File: config.mk
export PLATFORM = sky130hd
export DESIGN_NAME = hiorm_regs
export DESIGN_NICKNAME = d
export VERILOG_FILES = /design/src/hiorm_pkg.sv /design/src/hiorm_regs.sv
export VERILOG_INCLUDE_DIRS = /design/src
export SDC_FILE = /design/constraint.sdc
export NUM_CORES = 1
export LEC_CHECK = 0
export ABC_AREA = 0
export BUFFER_PORTS_ARGS = -buffer_cell sky130_fd_sc_hd__buf_2
export CAP_MARGIN = 20
export CORE_MARGIN = 5
export CORE_UTILIZATION = 50
export DETAILED_ROUTE_END_ITERATION = 10
export PLACE_DENSITY = 0.83
export SYNTH_ARGS = -nofsm -noshare
export SYNTH_HDL_FRONTEND = slang
export SYNTH_SLANG_ARGS = --single-unit
File: constraint.sdc
create_clock -name core_clk -period 6.7 [get_ports core_clk]
set_input_delay 1.005 -clock core_clk [delete_from_list [all_inputs] [get_ports core_clk]]
set_output_delay 1.005 -clock core_clk [all_outputs]
set_load 0.005 [all_outputs]
File: src/hiorm_consts.svh
// Offsets, field positions and reset values of the host I/O register map
`ifndef HIORM_CONSTS_SVH
`define HIORM_CONSTS_SVH
`define HIORM_WIN_BYTES 32
`define HIORM_OFS_SLV_BASE 5'h00
`define HIORM_OFS_SLV_MAP 5'h02
`define HIORM_OFS_MST_PAGE 5'h04
`define HIORM_OFS_MST_MOD 5'h06
`define HIORM_OFS_SIGNAL 5'h08
`define HIORM_OFS_BOARD 5'h0a
`define HIORM_OFS_TMR_SLV 5'h10
`define HIORM_OFS_TMR_MST 5'h12
`define HIORM_OFS_TMR_CTL 5'h14
`define HIORM_OFS_TMR_SETUP 5'h16
`define HIORM_RST_WORD 16'h0000
`define HIORM_RST_BYTE 8'h00
`define HIORM_ONLINE_BIT 0
`define HIORM_IDLE_DATA 16'h0000
`endif

File: src/hiorm_pkg.sv
// Types shared by the host I/O register map
package hiorm_pkg;
   // One host I/O bus cycle, sampled on the core clock
   typedef struct packed {
      logic [4:0] offset;
      logic rd;
      logic wr;
      logic word;
      logic [15:0] wdata;
   } hiorm_req_t;

   // Write-only configuration held by the card
   typedef struct packed {
      logic [15:0] slave_window_base;
      logic [15:0] slave_window_mapping;
      logic [15:0] master_address_page;
      logic [15:0] master_modifier_enable;
      logic [15:0] board_options;
      logic [7:0] slave_cycle_time_limit;
      logic [7:0] master_cycle_time_limit;
      logic [7:0] controller_time_limit;
      logic [7:0] timer_setup;
   } hiorm_cfg_t;

   // Access check outcome
   typedef enum logic [1:0] {
      HIORM_ACC_OK = 2'b00,
      HIORM_ACC_NOMAP = 2'b01,
      HIORM_ACC_BADSIZE = 2'b11
   } hiorm_acc_t;
endpackage

File: src/hiorm_regs.sv
// Host I/O register decode of the expansion-bus interface card
//
// Notes on behaviour
// RULE_01 - Decode 32 byte locations at switch base
// RULE_02 - Signal register readable only as word
// RULE_03 - Timer registers written only as bytes
// RULE_04 - Byte access: low even, high odd
// RULE_05 - Each register read-only or write-only
// RULE_06 - Fixed offsets for the four groups
// RULE_07 - Write registers hold until overwritten
// RULE_08 - Host hard reset clears marked bits
// RULE_09 - Stay offline until software initializes
// RULE_10 - Host checks all devices before transfers
// RULE_11 - Write one sets, zero clears
`timescale 1ns/1ps
`include "hiorm_consts.svh"

module hiorm_regs
   import hiorm_pkg::*;
(
   // Clock, reset, enable
   input wire logic core_clk,
   input wire logic rstn,
   input wire logic clk_en,
   // Host I/O bus pins (asynchronous to core_clk)
   input wire logic [15:0] io_addr,
   input wire logic io_rd_n,
   input wire logic io_wr_n,
   input wire logic io_word,
   input wire logic [15:0] io_wdata,
   // Base address switches
   input wire logic [15:0] base_sw,
   // Live device state to report
   input wire logic [15:0] bus_signal_capture,
   input wire logic [15:0] board_state,
   // Read data and decode status
   output logic [15:0] io_rdata,
   output logic io_rdata_oe,
   output logic io_sel,
   output logic acc_error,
   // Configuration to the card logic
   output hiorm_cfg_t cfg,
   output logic expansion_online
);

   // -------------------------------------------------------------
   // Input synchronisers
   // -------------------------------------------------------------
   logic [34:0] sync1, sync2, next_sync1, next_sync2;
   logic [15:0] sig_s1, sig_s2, st_s1, st_s2;
   logic [15:0] next_sig_s1, next_sig_s2, next_st_s1, next_st_s2;

   // Pins enter through two flops; the first is read only by the second
   always_comb
   begin
      next_sync1 = {io_addr, io_rd_n, io_wr_n, io_word, io_wdata};
      next_sync2 = sync1;
      next_sig_s1 = bus_signal_capture;
      next_sig_s2 = sig_s1;
      next_st_s1 = board_state;
      next_st_s2 = st_s1;
   end

   always_ff @(posedge core_clk)
   begin
      if (!rstn)
      begin
         sync1 <= {16'h0000, 1'b1, 1'b1, 1'b0, 16'h0000};
         sync2 <= {16'h0000, 1'b1, 1'b1, 1'b0, 16'h0000};
         sig_s1 <= 16'h0000;
         sig_s2 <= 16'h0000;
         st_s1 <= 16'h0000;
         st_s2 <= 16'h0000;
      end
      else if (clk_en)
      begin
         sync1 <= next_sync1;
         sync2 <= next_sync2;
         sig_s1 <= next_sig_s1;
         sig_s2 <= next_sig_s2;
         st_s1 <= next_st_s1;
         st_s2 <= next_st_s2;
      end
   end

   // -------------------------------------------------------------
   // Address decode and access check
   // -------------------------------------------------------------
   logic [15:0] s_addr;
   logic s_rd, s_wr, prev_rd, prev_wr, next_prev_rd, next_prev_wr;
   logic rd_edge, wr_edge, hit;
   logic [15:0] rel;
   hiorm_req_t req;
   hiorm_acc_t acc;

   assign s_addr = sync2[34:19];
   assign s_rd = !sync2[18];
   assign s_wr = !sync2[17];

   // Each strobe acts once, on its leading edge
   always_comb
   begin
      next_prev_rd = s_rd;
      next_prev_wr = s_wr;
   end

   always_ff @(posedge core_clk)
   begin
      if (!rstn)
      begin
         prev_rd <= 1'b0;
         prev_wr <= 1'b0;
      end
      else if (clk_en)
      begin
         prev_rd <= next_prev_rd;
         prev_wr <= next_prev_wr;
      end
   end

   assign rd_edge = s_rd && !prev_rd;
   assign wr_edge = s_wr && !prev_wr;
   assign rel = s_addr - base_sw;
   // RULE_01 window of 32
   assign hit = (s_addr >= base_sw) && (rel < 16'(`HIORM_WIN_BYTES));

   always_comb
   begin
      req.offset = rel[4:0];
      req.rd = rd_edge && hit;
      req.wr = wr_edge && hit;
      req.word = sync2[16];
      req.wdata = sync2[15:0];
   end

   // Size and map check; odd word addresses are refused
   always_comb
   begin
      acc = HIORM_ACC_OK;
      // RULE_06 fixed group offsets
      case ({req.offset[4:1], 1'b0})
         `HIORM_OFS_SLV_BASE, `HIORM_OFS_SLV_MAP,
         `HIORM_OFS_MST_PAGE, `HIORM_OFS_MST_MOD:
            // RULE_05 write only
            if (req.rd)
               acc = HIORM_ACC_NOMAP;
         `HIORM_OFS_SIGNAL:
            // RULE_02 word read only
            if (req.wr)
               acc = HIORM_ACC_NOMAP;
            else if (!req.word)
               acc = HIORM_ACC_BADSIZE;
         `HIORM_OFS_BOARD:
            acc = HIORM_ACC_OK;
         `HIORM_OFS_TMR_SLV, `HIORM_OFS_TMR_MST,
         `HIORM_OFS_TMR_CTL, `HIORM_OFS_TMR_SETUP:
            // RULE_03 byte writes only
            if (req.rd)
               acc = HIORM_ACC_NOMAP;
            else if (req.word || req.offset[0])
               acc = HIORM_ACC_BADSIZE;
         default:
            acc = HIORM_ACC_NOMAP;
      endcase
      if (req.word && req.offset[0])
         acc = HIORM_ACC_BADSIZE;
   end

   // -------------------------------------------------------------
   // Write registers
   // -------------------------------------------------------------
   hiorm_cfg_t next_cfg;
   logic next_online;
   logic wr_ok, lo_en, hi_en;
   logic [15:0] wd;

   assign wr_ok = req.wr && (acc == HIORM_ACC_OK);
   // RULE_04 even low, odd high
   assign lo_en = req.word || !req.offset[0];
   assign hi_en = req.word || req.offset[0];
   assign wd = req.word ? req.wdata
      : {req.wdata[7:0], req.wdata[7:0]};

   // RULE_07 hold unless written
   // RULE_11 data taken as written
   always_comb
   begin
      next_cfg = cfg;
      next_online = expansion_online;
      if (wr_ok)
      begin
         case ({req.offset[4:1], 1'b0})
            `HIORM_OFS_SLV_BASE:
            begin
               if (lo_en) next_cfg.slave_window_base[7:0] = wd[7:0];
               if (hi_en) next_cfg.slave_window_base[15:8] = wd[15:8];
            end
            `HIORM_OFS_SLV_MAP:
            begin
               if (lo_en) next_cfg.slave_window_mapping[7:0] = wd[7:0];
               if (hi_en) next_cfg.slave_window_mapping[15:8] = wd[15:8];
            end
            `HIORM_OFS_MST_PAGE:
            begin
               if (lo_en) next_cfg.master_address_page[7:0] = wd[7:0];
               if (hi_en) next_cfg.master_address_page[15:8] = wd[15:8];
            end
            `HIORM_OFS_MST_MOD:
            begin
               if (lo_en) next_cfg.master_modifier_enable[7:0] = wd[7:0];
               if (hi_en)
                  next_cfg.master_modifier_enable[15:8] = wd[15:8];
            end
            `HIORM_OFS_BOARD:
            begin
               if (lo_en)
               begin
                  next_cfg.board_options[7:0] = wd[7:0];
                  // RULE_09 online follows bit 0 of a software write
                  next_online = wd[`HIORM_ONLINE_BIT];
               end
               if (hi_en) next_cfg.board_options[15:8] = wd[15:8];
            end
            `HIORM_OFS_TMR_SLV:
               next_cfg.slave_cycle_time_limit = wd[7:0];
            `HIORM_OFS_TMR_MST:
               next_cfg.master_cycle_time_limit = wd[7:0];
            `HIORM_OFS_TMR_CTL:
               next_cfg.controller_time_limit = wd[7:0];
            `HIORM_OFS_TMR_SETUP:
               next_cfg.timer_setup = wd[7:0];
            default:
               next_cfg = cfg;
         endcase
      end
   end

   // RULE_08 hard reset clears
   always_ff @(posedge core_clk)
   begin
      if (!rstn)
      begin
         cfg <= '0;
         expansion_online <= 1'b0;
      end
      else if (clk_en)
      begin
         cfg <= next_cfg;
         expansion_online <= next_online;
      end
   end

   // -------------------------------------------------------------
   // Read path
   // -------------------------------------------------------------
   logic [15:0] next_rdata, rword;
   logic next_oe, next_sel, next_err;

   // Read data is held until the next accepted read; the output enable only while the read strobe stays low
   always_comb
   begin
      rword = `HIORM_IDLE_DATA;
      case ({req.offset[4:1], 1'b0})
         `HIORM_OFS_SIGNAL: rword = sig_s2;
         // RULE_05 status on read
         `HIORM_OFS_BOARD: rword = st_s2;
         default: rword = `HIORM_IDLE_DATA;
      endcase
      next_rdata = io_rdata;
      next_oe = io_rdata_oe && s_rd;
      next_sel = hit && (s_rd || s_wr);
      next_err = acc_error;
      if (req.rd || req.wr)
         next_err = (acc != HIORM_ACC_OK);
      if (req.rd && acc == HIORM_ACC_OK)
      begin
         next_oe = 1'b1;
         next_rdata = req.word ? rword
            : (req.offset[0] ? {8'h00, rword[15:8]}
                              : {8'h00, rword[7:0]});
      end
   end

   always_ff @(posedge core_clk)
   begin
      if (!rstn)
      begin
         io_rdata <= 16'h0000;
         io_rdata_oe <= 1'b0;
         io_sel <= 1'b0;
         acc_error <= 1'b0;
      end
      else if (clk_en)
      begin
         io_rdata <= next_rdata;
         io_rdata_oe <= next_oe;
         io_sel <= next_sel;
         acc_error <= next_err;
      end
   end

endmodule // hiorm_regs

==> flow_summary_export.csv <==
group,metric,value,unit
run_status,status,"finished clean",
synthesis,synth-edff-count,0,
synthesis,synth_cells,1160,
synthesis,synth_cell_type_count,64,
floorplan,die_h,159.2,um
timing,tightest_slew,986.0,ps
timing,setup_viol,0,
critical_path,worst-setup-path-type,"in2reg",
synthesis,synth-xor-area-share,0.003934,
worst_hold_path,hold_depth,2,
cts,clk_path_buf_depth,3,
route,vias,8903,
timing,fin_crit_sh,0.6832,
final_layout,fill_cells,1831,
place,dp_cells,1590,
power,p_leak,6.462,nW
synthesis,synthMuxAreaShare,0.2302,
route,ant_nets,0,
place,port-buffer-count,217,
global_routing,grt_max_degree,134,
route,wl_per_cell,17.23,um
timing,rsz0062_at_grt,"false",
synthesis,yosys_warnings,0,
floorplan,pin_count,218,
route,firstDrtPassIters,5,
power,p_comb_frac,0.079,
place,routabilityCongestion,0.8915,
timing,tns,0,ps
floorplan,start_util,0.5085,
critical_path,cp_num_cells,12,
place,place_area,12360,um2
cts,cts_tree,"done",
synthesis,synth.area.top_cells,"dfxtp_1, mux2i_1, nor2_1",
synthesis,synth-compound-area-share,0.07273,
synthesis,synthAdderAreaFrac,0.01978,
synthesis,yosysTopAreaCellShare,0.4802,
timing,fmax,218.5,MHz
cts,cts_setup_buffers,0,
route,dr.first_iter.drc_count,501,
worst_hold_path,hold_path_class,"reg2reg",
critical_path,cp_cell_sequence,"buf_2 -> inv_1 -> ha_1 -> nor2b_1 -> o31a_1 -> o311a_1 -> o21a_1 -> or3_1 -> a2111oi_4 -> nand2_2 -> or4b_1 -> mux2i_1",
floorplan,fp.dieW,159.2,um
cts,cts_made_buffers,27,
final_layout,drive_gt1_frac,0.2104,
timing,hold_viol_final,0,
critical_path,cp-start-kind,"primary input",
synthesis,yosys.area.top_type,"dfxtp_1",
synthesis,synth_top_family_by_area,"multiplexers",
synthesis,synthTopCellsByCount,"dfxtp_1, mux2i_1, nor2_1",
critical_path,path_max_fanout,14,
power,vdd_drop_max,0.2007,mV
critical_path,critPathBufInv,2,
floorplan,core-area,21890,um2
worst_hold_path,hold_end,"io_rdata[2]$_SDFFE_PN0P_",
place,place_hpwl,20180,um
critical_path,crit_path_top_delay_cell,"or4b_1",
critical_path,r2r-start,"sync2[19]$_SDFFE_PN0P_",
route,via_per_inst,5.419,
critical_path,critPathTopFamily,"compound AO/OA/AOI/OAI gates",
cts,cts_max_level,1,
global_routing,antenna_found_initial,6,
final_layout,multiInputGateArea,5411,um2
power,p_per_area,258.4,nW/um2
floorplan,die_area,25340,um2
cts,root_buffer,"clkbuf_16",
synthesis,synth_simple_gate_area_frac,0.1585,
power,internal_power,0.002637,W
critical_path,reg2regPathDepth,12,
run,max_cap_violations,0,
cts,cts.clk_slew.worst_paths,60,ps
final_layout,layout.nets,1443,
synthesis,syn-cell-area,11130,um2
floorplan,rows,54,
cts,cts_sinks,267,
synthesis,synth.avg_cell_area,9.595,um2
critical_path,worst-r2r-setup-slack,2350,ps
synthesis,yosysSeqAreaShare,0.4802,
critical_path,rr_endpoint,"cfg[40]$_SDFFE_PN0P_",
global_routing,grt_overflow_total,0,
synthesis,syn_nets,1263,
global_routing,grt_pass1_vias,8742,
final_layout,stdcell_count,1643,
cts,hold_buffers,0,
route,wirelength,28310,um
timing,min_period,4577,ps
synthesis,ys.flop_type,"dfxtp_1",
final_layout,postLayoutCellArea,13270,um2
global_routing,grtUsageTotal,0.2111,
synthesis,yosys_register_bits,267,
power,netSwitchingFraction,0.2310,
cts,clk_latency,540,ps
critical_path,cpPeakStageDelay,820,ps
power,p_total,0.003429,W
route,drc,0,
timing,skew,28.99,ps
final_layout,area_growth,19.21,%
final_layout,seq_area,5345,um2
synthesis,synth-async-reset-ratio,0,
timing,slew_violations,0,
critical_path,crit_arrival,5020,ps
timing,slew_headroom,0.3376,
power,pwr-share-seq,0.482,
cts,cts_resized,0,
global_routing,grt_pass1_wl,45340,um
critical_path,crit_required,7150,ps
synthesis,yosysMostFrequentCell,"dfxtp_1",
critical_path,crit_path_end_kind,"flop",
worst_hold_path,hold_start,"io_rdata[2]$_SDFFE_PN0P_",
power,p_clk_frac,0.439,
power,p_switching,0.0007919,W
worst max path at each step:
stage,start,slack (ps),to
floorplan,base_sw[2],2480,cfg[40]$_SDFFE_PN0P_
detailed placement,base_sw[2],1620,cfg[41]$_SDFFE_PN0P_
global route,base_sw[9],1900,cfg[40]$_SDFFE_PN0P_
global placement,base_sw[2],1730,cfg[45]$_SDFFE_PN0P_
CTS,base_sw[2],2150,cfg[40]$_SDFFE_PN0P_
finish,base_sw[2],2120,cfg[40]$_SDFFE_PN0P_
area by class of cell:
type / instances / area share
timing repair buffer: 226 / 0.08760
antenna: 4 / 0.0007544
sequential: 267 / 0.4028
clock inverter: 9 / 0.009524
tap: 280 / 0.02640
multi-input combinational: 792 / 0.4078
clock buffer: 39 / 0.05733
inverter: 26 / 0.007732
worst register-to-register path, cell delays in order, from the launching register on:
cell	delay, ps
dfxtp_1	310
inv_1	80
ha_1	180
fa_1	230
nor2b_1	80
o31a_1	320
o311a_1	340
o21a_1	190
or3_1	360
a2111oi_4	800
nand2_2	280
or4b_1	830
mux2i_1	280
flip-flops by register name, summed over array words and instances (netlist names):
register     count
next_sig_s2     16
prev_rd          1
io_rdata_oe      1
next_st_s2      16
st_s2           16
io_sel           1
next_sync2      35
sig_s2          16
io_rdata        16
acc_error        1
sync2           35
cfg            112
prev_wr          1
power groups by stage:
stage | logic (W) | registers, W | clock network [W]
after global routing | 0.000300 | 0.00166 | 0.00161
after global placement | 0.000263 | 0.00169 | 0
after CTS | 0.000269 | 0.00165 | 0.00153
final | 0.000271 | 0.00165 | 0.00150
after floorplan | 0.000201 | 0.00168 | 0
after detailed placement | 0.000268 | 0.00169 | 0
cells by family (layout without fill, tap and decap cells):
logic type | after synthesis | count (layout)
mux | 255 | 255
simple gates | 398 | 398
compound gates | 117 | 117
buf+inv | 101 | 300
xor+xnor | 5 | 5
other cells | 0 | 4
flops | 267 | 267
fa+ha+maj | 17 | 17
stage by stage:
step	hold WS (ps)	util	worst slack [ps]
3_5_place_dp	440.9	0.5648	1624
5_1_grt	475.0	0.6059	1903
4_1_cts	448.4	0.6053	2152
3_3_place_gp	436.1	0.5645	1730
6_report	447.3	0.6061	2123
2_1_floorplan	441.3	-	2481
layout by cell type (no fill, tap or decap), types with 6 or more instances in the layout:
cell / netlist / final
mux2_2: 8 / 8
buf_2: 2 / 216
nor3_1: 10 / 9
mux2i_1: 247 / 247
or3b_1: 8 / 8
a211o_1: 9 / 9
inv_1: 25 / 25
buf_4: 1 / 9
o21ai_0: 21 / 21
dfxtp_1: 267 / 267
nor2b_1: 7 / 7
a22oi_1: 8 / 8
a21oi_1: 31 / 31
a221oi_1: 8 / 8
nor4_1: 7 / 6
nor2_1: 222 / 222
clkbuf_1: 51 / 8
o211ai_1: 7 / 7
nand2_1: 92 / 92
clkbuf_16: 0 / 27
ha_1: 16 / 16
nand3_1: 14 / 14
per-layer routing:
| metal | share of wire | up-vias | global-route usage |
|---|---|---|---|
| li1 | - | 4371 | - |
| met2 | 0.46 | 292 | 0.3459 |
| met4 | 0.034 | 8 | 0.06941 |
| met1 | 0.42 | 4158 | 0.2631 |
| met5 | 0.0015 | - | 0 |
| met3 | 0.086 | 74 | 0.07015 |
(Power assumes the default switching activity.)
